`src/rtl/osc_ctrl_pkg.sv`:
```
// Purpose: shared constants and types of the oscillator control block
// Assumes: 8-bit register map reached through the two-wire target port
// Notes:   offsets are byte addresses of the target port register pointer
package osc_ctrl_pkg;
	// ==========================================================
	// register offsets
	localparam logic [7:0] OFF_TARGET     = 8'h08;
	localparam logic [7:0] OFF_REVISION   = 8'h09;
	localparam logic [7:0] OFF_DEVICE_CONTROL    = 8'h0a;
	localparam logic [7:0] OFF_TRIM_LO    = 8'h10;
	localparam logic [7:0] OFF_TRIM_HI    = 8'h11;
	localparam logic [7:0] OFF_OUT_CTL    = 8'h15;
	localparam logic [7:0] OFF_SOFT_RESET = 8'h48;
	// ==========================================================
	// field positions
	localparam int PDN_BIT     = 6;
	localparam int DEV_RSV_LSB = 2;
	localparam int CAL_BIT     = 1;
	localparam int AUTO_BIT    = 0;
	localparam int SWR_BIT     = 1;
	localparam int OBUF_PD_BIT = 7;
	// ==========================================================
	// values after reset
	localparam logic [4:0] ADDR_HI_RST = 5'h0b;
	localparam logic [7:0] TRIM_HI_RST = 8'h80;
	localparam logic [1:0] OUT_SEL_RST = 2'h1;
	localparam logic       AUTO_RST    = 1'h1;
	// ==========================================================
	// address select encodings
	localparam logic [1:0] ADDR_SEL_LOW   = 2'h0;
	localparam logic [1:0] ADDR_SEL_FLOAT = 2'h1;
	localparam logic [1:0] ADDR_SEL_HIGH  = 2'h2;
	// ==========================================================
	// cycle counts
	localparam logic [1:0] CFG_CYCLES    = 2'h3;
	localparam logic [3:0] BITS_PER_BYTE = 4'h8;
	// ==========================================================
	// state enumerations
	typedef enum logic [2:0] {
		SEQ_CONFIG,
		SEQ_HALT,
		SEQ_CAL,
		SEQ_LOCK,
		SEQ_RUN,
		SEQ_PDN
	} seq_state_type;
	typedef enum logic [2:0] {
		BUS_IDLE,
		BUS_ADDR,
		BUS_ACK_ADDR,
		BUS_PTR,
		BUS_ACK_DATA,
		BUS_WDATA,
		BUS_RDATA,
		BUS_RACK
	} bus_state_type;
endpackage : osc_ctrl_pkg

```
`src/rtl/i2c_target_port.sv`:
```
// Purpose: two-wire target port with register pointer and auto increment
// Assumes: scl_in and sda_in are raw pins; sda is open drain
// Notes:   drives sda low only; changes sda a few cycles after scl falls
`timescale 1ns/1ns
module i2c_target_port
	import osc_ctrl_pkg::*;
(
	input  wire logic       clk_in,
	input  wire logic       rst_n_in,
	input  wire logic       scl_in,
	input  wire logic       sda_in,
	input  wire logic [6:0] dev_addr_in,
	input  wire logic [7:0] rd_data_in,
	output logic            sda_out,
	output logic            sda_oe_out,
	output logic            wr_stb_out,
	output logic [7:0]      wr_addr_out,
	output logic [7:0]      wr_data_out,
	output logic [7:0]      rd_addr_out
);
	typedef struct packed {
		logic          scl_s1;
		logic          scl_s2;
		logic          scl_p;
		logic          sda_s1;
		logic          sda_s2;
		logic          sda_p;
		bus_state_type st;
		logic [3:0]    cnt;
		logic [7:0]    sh;
		logic [7:0]    ptr;
		logic [7:0]    waddr;
		logic [7:0]    wdata;
		logic          rnw;
		logic          nack;
		logic          oe;
		logic          wstb;
	} port_state_type;

	port_state_type s_q;
	port_state_type s_d;
	logic           rise;
	logic           fall;
	logic           start;
	logic           stop;

	// edges only from the second stage onward, never from the first
	assign rise  = s_q.scl_s2 & ~s_q.scl_p;
	assign fall  = ~s_q.scl_s2 & s_q.scl_p;
	assign start = s_q.scl_s2 & s_q.scl_p & s_q.sda_p & ~s_q.sda_s2;
	assign stop  = s_q.scl_s2 & s_q.scl_p & ~s_q.sda_p & s_q.sda_s2;

	always_comb begin
		s_d        = s_q;
		s_d.wstb   = 1'h0;
		s_d.scl_s1 = scl_in;
		s_d.scl_s2 = s_q.scl_s1;
		s_d.scl_p  = s_q.scl_s2;
		s_d.sda_s1 = sda_in;
		s_d.sda_s2 = s_q.sda_s1;
		s_d.sda_p  = s_q.sda_s2;
		if (start) begin
			s_d.st  = BUS_ADDR;
			s_d.cnt = 4'h0;
			s_d.oe  = 1'h0;
		end else if (stop) begin
			s_d.st = BUS_IDLE;
			s_d.oe = 1'h0;
		end else begin
			case (s_q.st)
				BUS_ADDR, BUS_PTR, BUS_WDATA: begin
					if (rise) begin
						s_d.sh  = {s_q.sh[6:0], s_q.sda_s2};
						s_d.cnt = s_q.cnt + 4'h1;
					end
					if (fall && s_q.cnt == BITS_PER_BYTE) begin
						s_d.cnt = 4'h0;
						s_d.oe  = 1'h1;
						s_d.st  = BUS_ACK_DATA;
						if (s_q.st == BUS_ADDR) begin
							s_d.rnw = s_q.sh[0];
							s_d.st  = BUS_ACK_ADDR;
							// other targets' traffic is ignored
							if (s_q.sh[7:1] != dev_addr_in) begin
								s_d.oe = 1'h0;
								s_d.st = BUS_IDLE;
							end
						end else if (s_q.st == BUS_PTR) begin
							s_d.ptr = s_q.sh;
						end else begin
							s_d.wstb  = 1'h1;
							s_d.waddr = s_q.ptr;
							s_d.wdata = s_q.sh;
							s_d.ptr   = s_q.ptr + 8'h01;
						end
					end
				end
				BUS_ACK_ADDR: begin
					if (fall) begin
						s_d.oe = 1'h0;
						s_d.st = BUS_PTR;
						if (s_q.rnw) begin
							s_d.sh = rd_data_in;
							s_d.oe = ~rd_data_in[7];
							s_d.st = BUS_RDATA;
						end
					end
				end
				BUS_ACK_DATA: begin
					if (fall) begin
						s_d.oe = 1'h0;
						s_d.st = BUS_WDATA;
					end
				end
				BUS_RDATA: begin
					if (rise) begin
						s_d.cnt = s_q.cnt + 4'h1;
					end
					if (fall) begin
						if (s_q.cnt == BITS_PER_BYTE) begin
							s_d.cnt = 4'h0;
							s_d.oe  = 1'h0;
							s_d.ptr = s_q.ptr + 8'h01;
							s_d.st  = BUS_RACK;
						end else begin
							s_d.sh = {s_q.sh[6:0], 1'h0};
							s_d.oe = ~s_q.sh[6];
						end
					end
				end
				BUS_RACK: begin
					if (rise) begin
						s_d.nack = s_q.sda_s2;
					end
					if (fall) begin
						s_d.st = BUS_IDLE;
						if (!s_q.nack) begin
							s_d.sh = rd_data_in;
							s_d.oe = ~rd_data_in[7];
							s_d.st = BUS_RDATA;
						end
					end
				end
				default: begin
				end
			endcase
		end
	end

	always_ff @(posedge clk_in or negedge rst_n_in) begin
		if (!rst_n_in) begin
			s_q <= '0;
		end else begin
			s_q <= s_d;
		end
	end

	assign sda_out     = 1'h0;
	assign sda_oe_out  = s_q.oe;
	assign wr_stb_out  = s_q.wstb;
	assign wr_addr_out = s_q.waddr;
	assign wr_data_out = s_q.wdata;
	assign rd_addr_out = s_q.ptr;
endmodule : i2c_target_port

```
`src/rtl/osc_ctrl_regs.sv`:
```
// Purpose: control registers and start-up sequencer of the oscillator
// Assumes: cal_done_in, lock_in and nvm inputs are on clk_in
// Notes:   address select pins are synchronised, caught in config phase
// Function
// - target address reads in bits 7..1, bits 7..3 loaded from nvm; port answers it
// - address bits 2..1 are 0, 1, 2 for pin low, floating, high
// - revision record reloads from nvm after reset and after commit
// - power-down clear at reset means synth enabled and calibrated
// - power-down set disables synth and holds calibration in reset
// - power-down cleared re-enables synth and restarts calibration
// - calibration starts on a 0 to 1 write of the trigger bit only
// - trigger bit clears itself when its calibration completes
// - during reset sequence auto start rules, trigger is ignored
// - auto start set: after reset, lock synth then enable outputs
// - power-on reset and soft reset write both restart configuration
// - auto start clear: stop after configuration, no lock, no outputs
// - in halt, writing auto start to 1 begins the lock sequence
// - 10-bit trim offset: bits 9..2 at 0x11, bits 1..0 at 0x10
// - output format 0 tri-state, 1 lvpecl, 2 lvds, 3 hcsl
`timescale 1ns/1ns
module osc_ctrl_regs
	import osc_ctrl_pkg::*;
(
	input  wire logic       clk_in,
	input  wire logic       rst_n_in,
	input  wire logic       scl_in,
	input  wire logic       sda_in,
	output logic            sda_out,
	output logic            sda_oe_out,
	input  wire logic       addr_pin_in,
	input  wire logic       addr_pin_float_in,
	input  wire logic [4:0] nvm_addr_in,
	input  wire logic [7:0] nvm_rev_in,
	input  wire logic       nvm_commit_done_in,
	input  wire logic       cal_done_in,
	input  wire logic       lock_in,
	output logic            synth_enable_out,
	output logic            cal_reset_out,
	output logic            cal_start_out,
	output logic            outputs_enable_out,
	output logic [9:0]      trim_offset_out,
	output logic [1:0]      out_format_out,
	output logic            buffer_power_down_out
);
	// ==========================================================
	// state
	typedef struct packed {
		logic          sel_s1;
		logic          sel_s2;
		logic          flt_s1;
		logic          flt_s2;
		seq_state_type st;
		logic [1:0]    cfg_cnt;
		logic [4:0]    addr_hi;
		logic [1:0]    addr_sel;
		logic [7:0]    rev;
		logic          pdn;
		logic [3:0]    dev_rsv;
		logic          cal;
		logic          auto;
		logic [7:0]    trim_hi;
		logic [1:0]    trim_lo;
		logic          obuf_pd;
		logic [1:0]    out_sel;
		logic          synth_en;
		logic          cal_rst;
		logic          out_en;
		logic          cal_start;
	} ctrl_state_type;

	ctrl_state_type s_q;
	ctrl_state_type s_d;
	logic           wr_stb_w;
	logic [7:0]     wr_addr_w;
	logic [7:0]     wr_data_w;
	logic [7:0]     rd_addr_w;
	logic [7:0]     rd_data_w;
	logic [1:0]     sel_w;
	logic           cfg_last_w;
	logic           dev_wr_w;
	logic           swr_w;
	logic           trig_w;
	logic           auto_rise_w;

	function automatic logic [7:0] reg_read(
		input ctrl_state_type s,
		input logic [7:0]     a
	);
		case (a)
			OFF_TARGET:   reg_read = {s.addr_hi, s.addr_sel, 1'h0};
			OFF_REVISION: reg_read = s.rev;
			OFF_DEVICE_CONTROL:  reg_read = {1'h0, s.pdn, s.dev_rsv, s.cal, s.auto};
			OFF_TRIM_LO:  reg_read = {6'h00, s.trim_lo};
			OFF_TRIM_HI:  reg_read = s.trim_hi;
			OFF_OUT_CTL:  reg_read = {s.obuf_pd, 5'h00, s.out_sel};
			default:      reg_read = 8'h00;
		endcase
	endfunction : reg_read

	// ==========================================================
	// target port
	i2c_target_port u_port (
		.clk_in      (clk_in),
		.rst_n_in    (rst_n_in),
		.scl_in      (scl_in),
		.sda_in      (sda_in),
		.dev_addr_in ({s_q.addr_hi, s_q.addr_sel}),
		.rd_data_in  (rd_data_w),
		.sda_out     (sda_out),
		.sda_oe_out  (sda_oe_out),
		.wr_stb_out  (wr_stb_w),
		.wr_addr_out (wr_addr_w),
		.wr_data_out (wr_data_w),
		.rd_addr_out (rd_addr_w)
	);

	assign rd_data_w = reg_read(s_q, rd_addr_w);

	// ==========================================================
	// decode
	assign sel_w = s_q.flt_s2 ? ADDR_SEL_FLOAT :
		(s_q.sel_s2 ? ADDR_SEL_HIGH : ADDR_SEL_LOW);
	assign cfg_last_w = (s_q.st == SEQ_CONFIG) && (s_q.cfg_cnt == CFG_CYCLES);
	assign dev_wr_w = wr_stb_w && (wr_addr_w == OFF_DEVICE_CONTROL);
	assign swr_w = wr_stb_w && (wr_addr_w == OFF_SOFT_RESET) &&
		wr_data_w[SWR_BIT];
	// no trigger while configuring or powered down
	assign trig_w = dev_wr_w && wr_data_w[CAL_BIT] && !s_q.cal &&
		!wr_data_w[PDN_BIT] && (s_q.st != SEQ_CONFIG) &&
		(s_q.st != SEQ_PDN);
	assign auto_rise_w = dev_wr_w && wr_data_w[AUTO_BIT] && !s_q.auto;

	// ==========================================================
	// next state
	always_comb begin
		s_d           = s_q;
		s_d.cal_start = 1'h0;
		s_d.sel_s1    = addr_pin_in;
		s_d.sel_s2    = s_q.sel_s1;
		s_d.flt_s1    = addr_pin_float_in;
		s_d.flt_s2    = s_q.flt_s1;
		if (wr_stb_w) begin
			case (wr_addr_w)
				OFF_DEVICE_CONTROL: begin
					s_d.pdn     = wr_data_w[PDN_BIT];
					s_d.dev_rsv = wr_data_w[DEV_RSV_LSB +: 4];
					s_d.auto    = wr_data_w[AUTO_BIT];
					// a 1 over a pending 1 keeps it, a 0 drops it
					s_d.cal     = s_q.cal & wr_data_w[CAL_BIT];
				end
				OFF_TRIM_LO: s_d.trim_lo = wr_data_w[1:0];
				OFF_TRIM_HI: s_d.trim_hi = wr_data_w;
				OFF_OUT_CTL: begin
					s_d.obuf_pd = wr_data_w[OBUF_PD_BIT];
					s_d.out_sel = wr_data_w[1:0];
				end
				default: begin
				end
			endcase
		end
		case (s_q.st)
			SEQ_CONFIG: begin
				s_d.cal     = 1'h0;
				s_d.cfg_cnt = s_q.cfg_cnt + 2'h1;
				if (cfg_last_w) begin
					s_d.cfg_cnt  = 2'h0;
					s_d.addr_hi  = nvm_addr_in;
					s_d.addr_sel = sel_w;
					s_d.rev      = nvm_rev_in;
					if (s_d.pdn) begin
						s_d.st = SEQ_PDN;
					end else if (s_d.auto) begin
						s_d.st = SEQ_CAL;
					end else begin
						s_d.st = SEQ_HALT;
					end
				end
			end
			SEQ_HALT: begin
				if (auto_rise_w) begin
					s_d.st = SEQ_CAL;
				end
			end
			SEQ_CAL: begin
				if (cal_done_in) begin
					s_d.cal = 1'h0;
					s_d.st  = SEQ_LOCK;
				end
			end
			SEQ_LOCK: begin
				if (lock_in) begin
					s_d.st = SEQ_RUN;
				end
			end
			SEQ_RUN: begin
			end
			SEQ_PDN: begin
				if (!s_d.pdn) begin
					s_d.st = SEQ_CAL;
				end
			end
			default: s_d.st = SEQ_CONFIG;
		endcase
		// a new trigger beats the self clear of the same cycle
		if (trig_w) begin
			s_d.cal = 1'h1;
			s_d.st  = SEQ_CAL;
		end
		if (s_d.pdn && s_q.st != SEQ_CONFIG) begin
			s_d.cal = 1'h0;
			s_d.st  = SEQ_PDN;
		end
		if (swr_w) begin
			s_d.cal     = 1'h0;
			s_d.cfg_cnt = 2'h0;
			s_d.st      = SEQ_CONFIG;
		end
		if (nvm_commit_done_in) begin
			s_d.rev = nvm_rev_in;
		end
		s_d.cal_start = (s_d.st == SEQ_CAL) &&
			((s_q.st != SEQ_CAL) || trig_w);
		s_d.synth_en = (s_d.st == SEQ_CAL) || (s_d.st == SEQ_LOCK) ||
			(s_d.st == SEQ_RUN);
		s_d.cal_rst = (s_d.st == SEQ_PDN);
		s_d.out_en  = (s_d.st == SEQ_RUN);
	end

	always_ff @(posedge clk_in or negedge rst_n_in) begin
		if (!rst_n_in) begin
			s_q         <= '0;
			s_q.addr_hi <= ADDR_HI_RST;
			s_q.auto    <= AUTO_RST;
			s_q.trim_hi <= TRIM_HI_RST;
			s_q.out_sel <= OUT_SEL_RST;
		end else begin
			s_q <= s_d;
		end
	end

	// ==========================================================
	// outputs
	assign synth_enable_out      = s_q.synth_en;
	assign cal_reset_out         = s_q.cal_rst;
	assign cal_start_out         = s_q.cal_start;
	assign outputs_enable_out    = s_q.out_en;
	assign trim_offset_out       = {s_q.trim_hi, s_q.trim_lo};
	assign out_format_out        = s_q.out_sel;
	assign buffer_power_down_out = s_q.obuf_pd;
endmodule : osc_ctrl_regs

```
`config.mk`:
```
export PLATFORM = sky130hd
export DESIGN_NAME = osc_ctrl_regs
export DESIGN_NICKNAME = d
export VERILOG_FILES = /design/src/rtl/osc_ctrl_pkg.sv /design/src/rtl/i2c_target_port.sv /design/src/rtl/osc_ctrl_regs.sv
export SDC_FILE = /design/constraint.sdc
export NUM_CORES = 1
export LEC_CHECK = 0
export ABC_AREA = 1
export BUFFER_PORTS_ARGS = -buffer_cell sky130_fd_sc_hd__buf_4
export CORE_MARGIN = 4
export CORE_UTILIZATION = 50
export DETAILED_ROUTE_END_ITERATION = 16
export GPL_ROUTABILITY_DRIVEN = 0
export PLACE_DENSITY = 0.7
export SETUP_SLACK_MARGIN = 0.15
export SYNTH_ARGS = -nofsm -noshare
export SYNTH_HDL_FRONTEND = slang
export SYNTH_HIERARCHICAL = 1
export SYNTH_SLANG_ARGS = --single-unit
```
`constraint.sdc`:
```
create_clock -name clk_in -period 2.2 [get_ports clk_in]
set_clock_uncertainty 0.2 [all_clocks]
set_input_delay 0.44 -clock clk_in [delete_from_list [all_inputs] [get_ports clk_in]]
set_output_delay 0.44 -clock clk_in [all_outputs]
set_load 0.03 [all_outputs]
```
==> summary.txt, run 1 <==
Status
  • Outcome: complete, no violations

Timing
  • Final TNS setup: 0 ns
  • Setup violations, final: 0
  • Max Fclk: 494 MHz
  • Worst Tran Pin Value: 0.525 ns
  • Final Hold Slack: 0.0633 ns
  • Slew Limit Headroom: 0.650
  • Final period util: 0.920
  • Final setup margin: 0.175 ns
  • Max Slew Vio Count: 0
  • Fin crit period: 2.03 ns
  • Final Hold Violating Endpoints: 0
  • Unrepaired setup endpoints after global routing: true

Final layout
  • Share of cells above drive strength 1: 0.229
  • Layout area overhead: 12.9%
  • Final Util: 0.580
  • Fin nets: 784
  • Fillers: 990
  • ANT cells: 0
  • Footprint of the multi-input gates: 2540 um2
  • FF+latch area: 2440 um2

Detailed routing
  • Vias per inst: 5.23
  • WL final: 13200 um
  • Remaining antenna violation count after routing: 0
  • Detailed-route via count: 4725
  • DRT Pass-1 Iters: 5
  • Wire per inst: 14.7 um
  • DRC errors left: 0
  • Initial DRC Count: 473

Synth
  • Share of the synthesized area in the top cell type: 0.407
  • Syn nets: 752
  • Async set-reset flop share out of synthesis: 1.00
  • Number of synthesized flops with an enable pin: 0
  • Synth Cell Area: 5590 um2
  • Synth top area cells: dfrtp_1 (41%), nand2_1 (13%), inv_1 (6.7%)
  • Synth Flop Type: dfrtp_1
  • Area leader, netlist: dfrtp_1
  • Sequential share of the synthesized area: 0.435
  • Synthesis Warnings: 6
  • Post-synthesis cell count: 726
  • Yosys cell types: 45
  • Avg Synthesized Cell Area: 7.70 um2
  • Synth Register Bits: 97

GRT
  • Maximum number of pins on one net before global-route repair: 98
  • Initial antenna violation count: 0
  • Global-route wire length before repair: 21700 um
  • Remaining global-route overflow: 0
  • All-Layer GR Usage: 0.210
  • Vias in the first global route: 4502

Die
  • Initial Util: 0.514
  • Area of the core: 10900 um2
  • Rows: 38
  • Die footprint: 12900 um2
  • IO Pins: 41
  • Die Ht: 114 um
  • Die Wd: 114 um

Clock network
  • Clock tree buffer depth: 2
  • CTS Root Cell: clkbuf_8
  • Clk slew on worst S/H paths: 0.10 ns
  • H-Tree Depth: 3
  • Number of CTS-inserted buffers: 9
  • Clock sink count: 97
  • CTS tree: done
  • Clk_lat worst skew: 0.38 ns

Job
  • Max cap viols: 0

Place
  • Dpl ws: 0.0507 ns
  • Final HPWL DP: 9670 um
  • IO buf count: 39

Setup path
  • Worst Path Arrival: 2.12 ns
  • Max FO, Critical Path: 7
  • CP Cell Sequence: nor2_4 > nand3_1 > inv_1 > nand4_1 > inv_2 > buf_4 > nand2_1 > o2111ai_1 > o21ai_0 > o21ai_1 > nor2_1 > a21oi_2
  • Crit path launch type: flip-flop
  • Worst path max stage delay: 0.42 ns
  • Setup CP Type: flip-flop to flip-flop
  • Worst path slowest cell: dfrtp_1
  • CP endpoint kind: flip-flop
  • CP required: 2.29 ns

Pwr
  • Lkg Pwr: 3.05 nW
  • Pwr dens: 712 nW/um2
  • Worst ir drop on vdd: 0.545 mV

Hold path
  • Hold Crit Class: input pin to flip-flop
==> logic make-up (layout without fill, tap and decap cells) <==
| family | Yosys count | count (layout) | synth area share |
|---|---|---|---|
| adders and majority gates | 4 | 4 | 0.00895 |
| and+or+nand+nor | 339 | 339 | 0.272 |
| DFF | 97 | 97 | 0.435 |
| xor gates and xnor gates | 7 | 7 | 0.0110 |
| buffers and inverters | 156 | 193 | 0.141 |
| AOI/OAI and AO/OA | 122 | 122 | 0.131 |
| other | 1 | 1 | 0.000671 |
==> Yosys cell counts (7+ instances only) <==
library cell  number
inv_1            100
nand2_1          200
a21oi_2           11
o2111ai_1          7
o21ai_2            9
o21ai_1           14
nor2_1            54
nand3_1           37
buf_4             37
a21oi_1           14
nand4_1           10
nor2_2             7
dfrtp_1           91
o21ai_0           58
==> power by group <==
group          internal [mW]  total (mW)  switching (mW)
sequential              1.99        2.19           0.192
combinational          0.421        1.13           0.712
clock                  0.532        1.18           0.645
total                   2.95        4.50            1.55
==> registers in the layout (all words and copies together), names as in the netlist <==
| signal | count |
|---|---|
| s_q | 29 |
| s_d | 2 |
| buffer_power_down_out | 1 |
| cal_reset_out | 1 |
| u_port/s_q | 19 |
| out_format_out | 2 |
| u_port/sda_oe_out | 1 |
| u_port/wr_addr_out | 8 |
| outputs_enable_out | 1 |
| trim_offset_out | 10 |
| cal_start_out | 1 |
| u_port/rd_addr_out | 8 |
| u_port/s_d | 4 |
| u_port/wr_data_out | 8 |
| u_port/wr_stb_out | 1 |
| synth_enable_out | 1 |
==> layout make-up <==
type | count | share of cell area
inverter | 109 | 0.0668
clock buffer | 10 | 0.0202
timing repair buffer | 68 | 0.0854
sequential | 97 | 0.386
clock inverter | 6 | 0.0107
tap | 140 | 0.0277
multi-input combinational | 473 | 0.403
==> worst max-delay path, delay by kind of cell (launching register included) <==
| family | cells | cell delay (ns) |
|---|---|---|
| AND/OR/NAND/NOR | 5 | 0.53 |
| buffers and inverters | 3 | 0.38 |
| flip-flops | 1 | 0.42 |
| AO/OA/AOI/OAI | 4 | 0.41 |
==> path summary, 6_finish.rpt <==
check | from | end | slack [ns] | depth (start not counted)
worst min-delay path | nvm_addr_in[2] | s_q[36] | 0.06 | 3
worst min register to register | u_port/s_d[44] | u_port/s_d[43] | 0.15 | 0
max in group asynchronous | rst_n_in | out_format_out[0] | 0.94 | 3
worst max-delay path | u_port/rd_addr_out[6] | u_port/s_q[33] | 0.17 | 12
min in group asynchronous | rst_n_in | u_port/s_q[38] | 0.44 | 3
worst max register to register | u_port/rd_addr_out[6] | u_port/s_q[33] | 0.17 | 12
==> routing by layer <==
| metal | GRT usage | wire (um) | vias up |
|---|---|---|---|
| met2 | 0.333 | 6370 | 143 |
| met3 | 0.0350 | 685 | 26 |
| met4 | 0.0865 | 328 | 0 |
| li1 | - | - | 2328 |
| met1 | 0.287 | 5870 | 2228 |
| met5 | 0 | 0 | - |
==> timing repair <==
action                                  4_1_cts  5_1_grt
pin swaps                                     0       15
gates resized for setup                       5       58
setup buffers                                 1        8
endpoints found under the hold margin        95        0
endpoints found under the setup margin       11       46
hold buffers                                  5        0
==> through the flow <==
step	cells	total power, mW	instance area [um2]
2_1_floorplan	726	3.00	5590
3_3_place_gp	873	3.16	5820
3_5_place_dp	873	3.20	5820
4_1_cts	895	4.40	6080
5_1_grt	903	4.78	6310
6_report	903	4.50	6310
==> cells in the final DEF (no fill, tap or decap), drive strengths merged <==
cell type / netlist / routed
a21boi: 1 / 1
a21oi: 25 / 25
a22o: 2 / 2
a31oi: 1 / 1
buf: 46 / 63
bufinv: 0 / 1
clkbuf: 1 / 10
clkinv: 0 / 3
clkinvlp: 0 / 1
conb: 1 / 1
dfrtp: 91 / 91
dfstp: 6 / 6
dlygate4sd3: 0 / 5
ha: 4 / 4
inv: 109 / 110
nand2: 211 / 211
nand3: 39 / 39
nand3b: 1 / 1
nand4: 10 / 10
nor2: 66 / 66
nor3: 7 / 7
nor4: 3 / 3
o2111ai: 7 / 7
o21a: 1 / 1
o21ai: 81 / 81
o21bai: 1 / 1
o221ai: 1 / 1
o22ai: 2 / 2
or2: 2 / 2
xnor2: 4 / 4
xor2: 3 / 3
No activity file was read; power rests on OpenSTA's default activity.
==> run 2, diff against run 1 <==
CORE_MARGIN = unset   (was 4)
==> run 2 against run 1 <==
- global-route usage up 2.9 points
- via count up 1.3%
- non-clock buffer count up 2
- fmax up 1.2%
==> summary.txt, run 2 (same netlist as run 1, synthesis figures left out) <==
Status
  • Outcome: complete, no violations

Timing
  • Final TNS setup: 0 ns
  • Max Slew Vio Count: 0
  • Max Fclk: 500 MHz
  • Unrepaired setup endpoints after global routing: true
  • Fin crit period: 2.00 ns
  • Final period util: 0.910
  • Final Hold Violating Endpoints: 0
  • Setup violations, final: 0

Clock network
  • Clock tree buffer depth: 2
  • Clock sink count: 97
  • CTS Root Cell: clkbuf_8
  • CTS tree: done
  • Number of CTS-inserted buffers: 9
  • H-Tree Depth: 3
  • Clk slew on worst S/H paths: 0.09 ns
  • Clk_lat worst skew: 0.37 ns

Final layout
  • Max FFs per register: 29
  • Non-filler instance count after layout: 905
  • ANT cells: 0
  • Layout area overhead: 14.4%
  • Reg with most FFs: s_q
  • Share of cells above drive strength 1: 0.229
  • Commonest non-fill, non-tap cell in the layout: nand2_1
  • Fin nets: 786
  • Most frequent cells in the layout: nand2_1 (193), inv_1 (97), dfrtp_1 (87), buf_4 (59), o21ai_0 (48)

Detailed routing
  • Detailed-route via count: 4785
  • Vias per inst: 5.29
  • DRT Pass-1 Iters: 5
  • Remaining antenna violation count after routing: 0
  • WL final: 13400 um
  • Wire per inst: 14.8 um
  • DRC errors left: 0
  • Initial DRC Count: 411

Setup path
  • Setup CP Type: flip-flop to flip-flop
  • CP endpoint kind: flip-flop
  • Max FO, Critical Path: 4
  • CP required: 2.31 ns
  • Crit path launch type: flip-flop
  • Worst Path Arrival: 2.11 ns

Die
  • Die footprint: 11600 um2
  • Die Ht: 108 um
  • IO Pins: 41
  • Initial Util: 0.514
  • Die Wd: 108 um
  • Rows: 38
  • Area of the core: 10900 um2

Pwr
  • Switching power total: 1.55 mW
  • Clock share of power: 0.284
  • Pwr dens: 734 nW/um2
  • Lkg Pwr: 3.08 nW
  • P_int: 3.15 mW
  • Combinational share of power: 0.251
  • Total power: 4.70 mW
  • Sequential Power Share: 0.465
  • Switching part of the total: 0.330
  • Worst ir drop on vdd: 0.582 mV

Job
  • Max cap viols: 0

Place
  • IO buf count: 39
  • Placed cells: 872
  • Final HPWL DP: 9780 um

GRT
  • Vias in the first global route: 4360
  • Remaining global-route overflow: 0
  • Global-route wire length before repair: 21200 um
  • Maximum number of pins on one net before global-route repair: 38
  • Initial antenna violation count: 0
  • All-Layer GR Usage: 0.239

Hold path
  • Hold Crit Class: input pin to flip-flop
run 2: power by group through the flow:
stage	Clock [mW]	Sequential [mW]	Combinational [mW]
2_1_floorplan	0	2.16	0.835
6_report	1.33	2.18	1.18
3_3_place_gp	0	2.20	0.954
4_1_cts	1.36	2.18	1.02
3_5_place_dp	0	2.22	1.00
5_1_grt	1.44	2.20	1.31
run 2: timing repair:
item	4_1_cts	5_1_grt
buffers inserted	0	12
pin swaps	0	11
hold buffers	5	0
endpoints found under the hold margin	34	0
setup endpoints to repair	11	46
gates resized for setup	7	50
run 2: worst paths after layout:
kind	from	to	slack [ns]	depth (start not counted)
max	u_port/rd_addr_out[6]	u_port/s_q[29]	0.20	10
min in group asynchronous	rst_n_in	u_port/rd_addr_out[2]	0.36	2
max in group asynchronous	rst_n_in	s_q[37]	0.82	3
min	nvm_addr_in[2]	s_q[36]	0.06	3
min reg2reg	u_port/s_d[44]	u_port/s_d[43]	0.15	0
max reg2reg	u_port/rd_addr_out[6]	u_port/s_q[29]	0.20	10
run 2: worst max-delay path: stages, from the launching register on:
cell and delay [ns]:
dfrtp_2 0.44, nor2_4 0.15, nand3_4 0.13, inv_2 0.08
nand4_1 0.22, o221ai_2 0.27, or2_4 0.15, o21ai_2 0.04
o21ai_1 0.09, nor2_2 0.05, a21oi_2 0.12
run 2: cell type report:
cell class	count	area, um2
fillers	983	4490
multi-input cells	473	2530
flip-flops and latches	97	2440
repair buffers	70	596
inverters	109	424
well taps	140	175
clock buffers	12	155
clock inverters	4	73.8
run 2: metal layers:
metal,up-vias,wire [um],global-route usage
met3,23,629,0.0406
met5,-,0,0
li1,2333,-,-
met1,2285,6010,0.318
met4,0,295,0.104
met2,144,6460,0.382
run 2: per-stage QoR:
| stage | area [um2] | utilization | setup slack, ns | hold WS, ns |
|---|---|---|---|---|
| after floorplan | 5590 | - | 0.196 | -0.0556 |
| after global placement | 5820 | 0.535 | 0.193 | 0.133 |
| after detailed placement | 5820 | 0.535 | 0.124 | 0.135 |
| after CTS | 6130 | 0.563 | 0.139 | 0.0456 |
| after global routing | 6400 | 0.587 | 0.0912 | 0.0534 |
| final | 6400 | 0.587 | 0.198 | 0.0633 |
==> run 3, diff against run 2 <==
PLACE_DENSITY = 0.73   (was 0.7)
SETUP_SLACK_MARGIN = 0.02   (was 0.15)
clock period = 1.6 ns   (was 2.2 ns; I/O delays follow)
==> run 3 against run 2 <==
- the flow now finishes with violations (setup timing)
- critical path depth rose by 4
- power rose by 49%
- global-route usage rose by 5.3 points
- hold slack improved by 0.088 ns
- first-iteration DRC count rose by 120%
- critical endpoint is now cal_reset_out
==> summary.txt, run 3 (same netlist as run 1, synthesis figures left out) <==
Die
  • Die Wd: 108 um
  • Die Ht: 108 um
  • Rows: 38
  • Area of the core: 10900 um2
  • Initial Util: 0.514
  • Die footprint: 11600 um2
  • IO Pins: 41

Final layout
  • Share of cells above drive strength 1: 0.482
  • Fin nets: 901
  • Commonest non-fill, non-tap cell in the layout: nand2_1
  • Reg with most FFs: s_q
  • Max FFs per register: 29
  • Most frequent cells in the layout: nand2_1 (128), buf_4 (126), dfrtp_1 (85), inv_1 (76), o21ai_1 (43)
  • Post-route cell area: 8150 um2
  • Layout area overhead: 45.8%
  • Non-filler instance count after layout: 1020
  • ANT cells: 0

Setup path
  • Worst Path Arrival: 2.17 ns
  • Max FO, Critical Path: 3
  • Crit path launch type: flip-flop
  • Setup CP Type: flip-flop to flip-flop
  • CP endpoint kind: flip-flop
  • R2R setup slack: -0.48 ns
  • CP required: 1.69 ns

GRT
  • Vias in the first global route: 5406
  • Global-route wire length before repair: 25900 um
  • Initial antenna violation count: 0
  • All-Layer GR Usage: 0.292
  • Maximum number of pins on one net before global-route repair: 48
  • Remaining global-route overflow: 0

Timing
  • Final period util: 1.30
  • Final setup margin: -0.482 ns
  • Max Fclk: 480 MHz
  • Final TNS setup: -17.99 ns
  • Final Hold Violating Endpoints: 0
  • Setup violations, final: 77
  • Unrepaired setup endpoints after global routing: true
  • Fin crit period: 2.08 ns
  • Final Hold Slack: 0.151 ns
  • Max Slew Vio Count: 0

Place
  • Final HPWL DP: 10900 um
  • Placed cells: 952
  • Placed Instance Area: 6600 um2
  • Dpl ws: -0.351 ns
  • IO buf count: 39

Detailed routing
  • WL final: 19000 um
  • Initial DRC Count: 885
  • DRT Pass-1 Iters: 7
  • Wire per inst: 18.6 um
  • Remaining antenna violation count after routing: 0
  • Vias per inst: 5.76
  • DRC errors left: 0
  • Detailed-route via count: 5872

Clock network
  • Clock tree buffer depth: 2
  • H-Tree Depth: 3
  • CTS Root Cell: clkbuf_8
  • Clk slew on worst S/H paths: 0.10 ns
  • Number of CTS-inserted buffers: 9
  • Clock sink count: 97
  • Clk_lat worst skew: 0.39 ns
  • CTS tree: done

Pwr
  • Lkg Pwr: 3.88 nW
  • Pwr dens: 861 nW/um2
  • Worst ir drop on vdd: 1.06 mV

Status
  • Failing checks: setup timing
  • Outcome: finished with violations

Hold path
  • Hold Crit Class: flip-flop to flip-flop

Job
  • Max cap viols: 0
## run 3: timing repair
item / in CTS / in global routing
pin swaps: 38 / 62
buffers inserted: 17 / 12
resized for setup: 121 / 156
hold endpoints to repair: 109 / 0
setup endpoints to repair: 79 / 81
hold buffers: 18 / 0
cloned: 6 / 1
## run 3: final timing paths
check | startpoint | end | cells after the start
worst max-delay path | u_port/wr_addr_out[0] | cal_reset_out | 14
max in group asynchronous | rst_n_in | trim_offset_out[9] | 3
worst min-delay path | s_d[44] | s_q[44] | 0
min in group asynchronous | rst_n_in | s_q[19] | 2
worst max register to register | u_port/wr_addr_out[0] | cal_reset_out | 14
worst min register to register | s_d[44] | s_q[44] | 0
## run 3: layer usage
layer / part of all wire / global-route usage / wire, um / up-vias
li1: - / - / - / 2563
met1: 0.37 / 0.367 / 7060 / 2816
met2: 0.50 / 0.493 / 9500 / 384
met3: 0.076 / 0.0502 / 1440 / 109
met4: 0.054 / 0.124 / 1020 / 0
met5: 0 / 0 / 0 / -
## run 3: critical path, cell delays in order, from the launching register on
cell     delay, ns
dfrtp_2       0.46
buf_6         0.14
nor2_2        0.09
nand2_1       0.07
nor2_1        0.12
buf_4         0.18
nand3_2       0.06
nand2_1       0.07
inv_1         0.05
nor2_1        0.14
nand2_1       0.12
nand2_2       0.10
nand2_2       0.07
nand2_2       0.08
nor2_1        0.04
## run 3: where the power goes
| group | switching [mW] | total, mW | leakage (nW) | internal [mW] |
|---|---|---|---|---|
| logic | 1.41 | 2.39 | 2.56 | 0.985 |
| clock network | 0.925 | 1.54 | 0.0868 | 0.611 |
| registers | 0.346 | 3.09 | 1.23 | 2.74 |
## run 3: layout make-up
type | count | area (um2)
Multi-Input combinational cell | 474 | 3240
Inverter | 109 | 442
Clock buffer | 12 | 145
Tap cell | 140 | 175
Timing Repair inverter | 1 | 7.51
Fill cell | 661 | 2740
Timing Repair Buffer | 183 | 1680
Clock inverter | 4 | 26.3
Sequential cell | 97 | 2440
## run 3: stage by stage
| step | util | power (mW) |
|---|---|---|
| final | 0.749 | 7.02 |
| after global routing | 0.749 | 7.28 |
| after CTS | 0.690 | 6.60 |
| after detailed placement | 0.607 | 4.86 |
| after global placement | 0.607 | 4.75 |
| after floorplan | - | 4.25 |
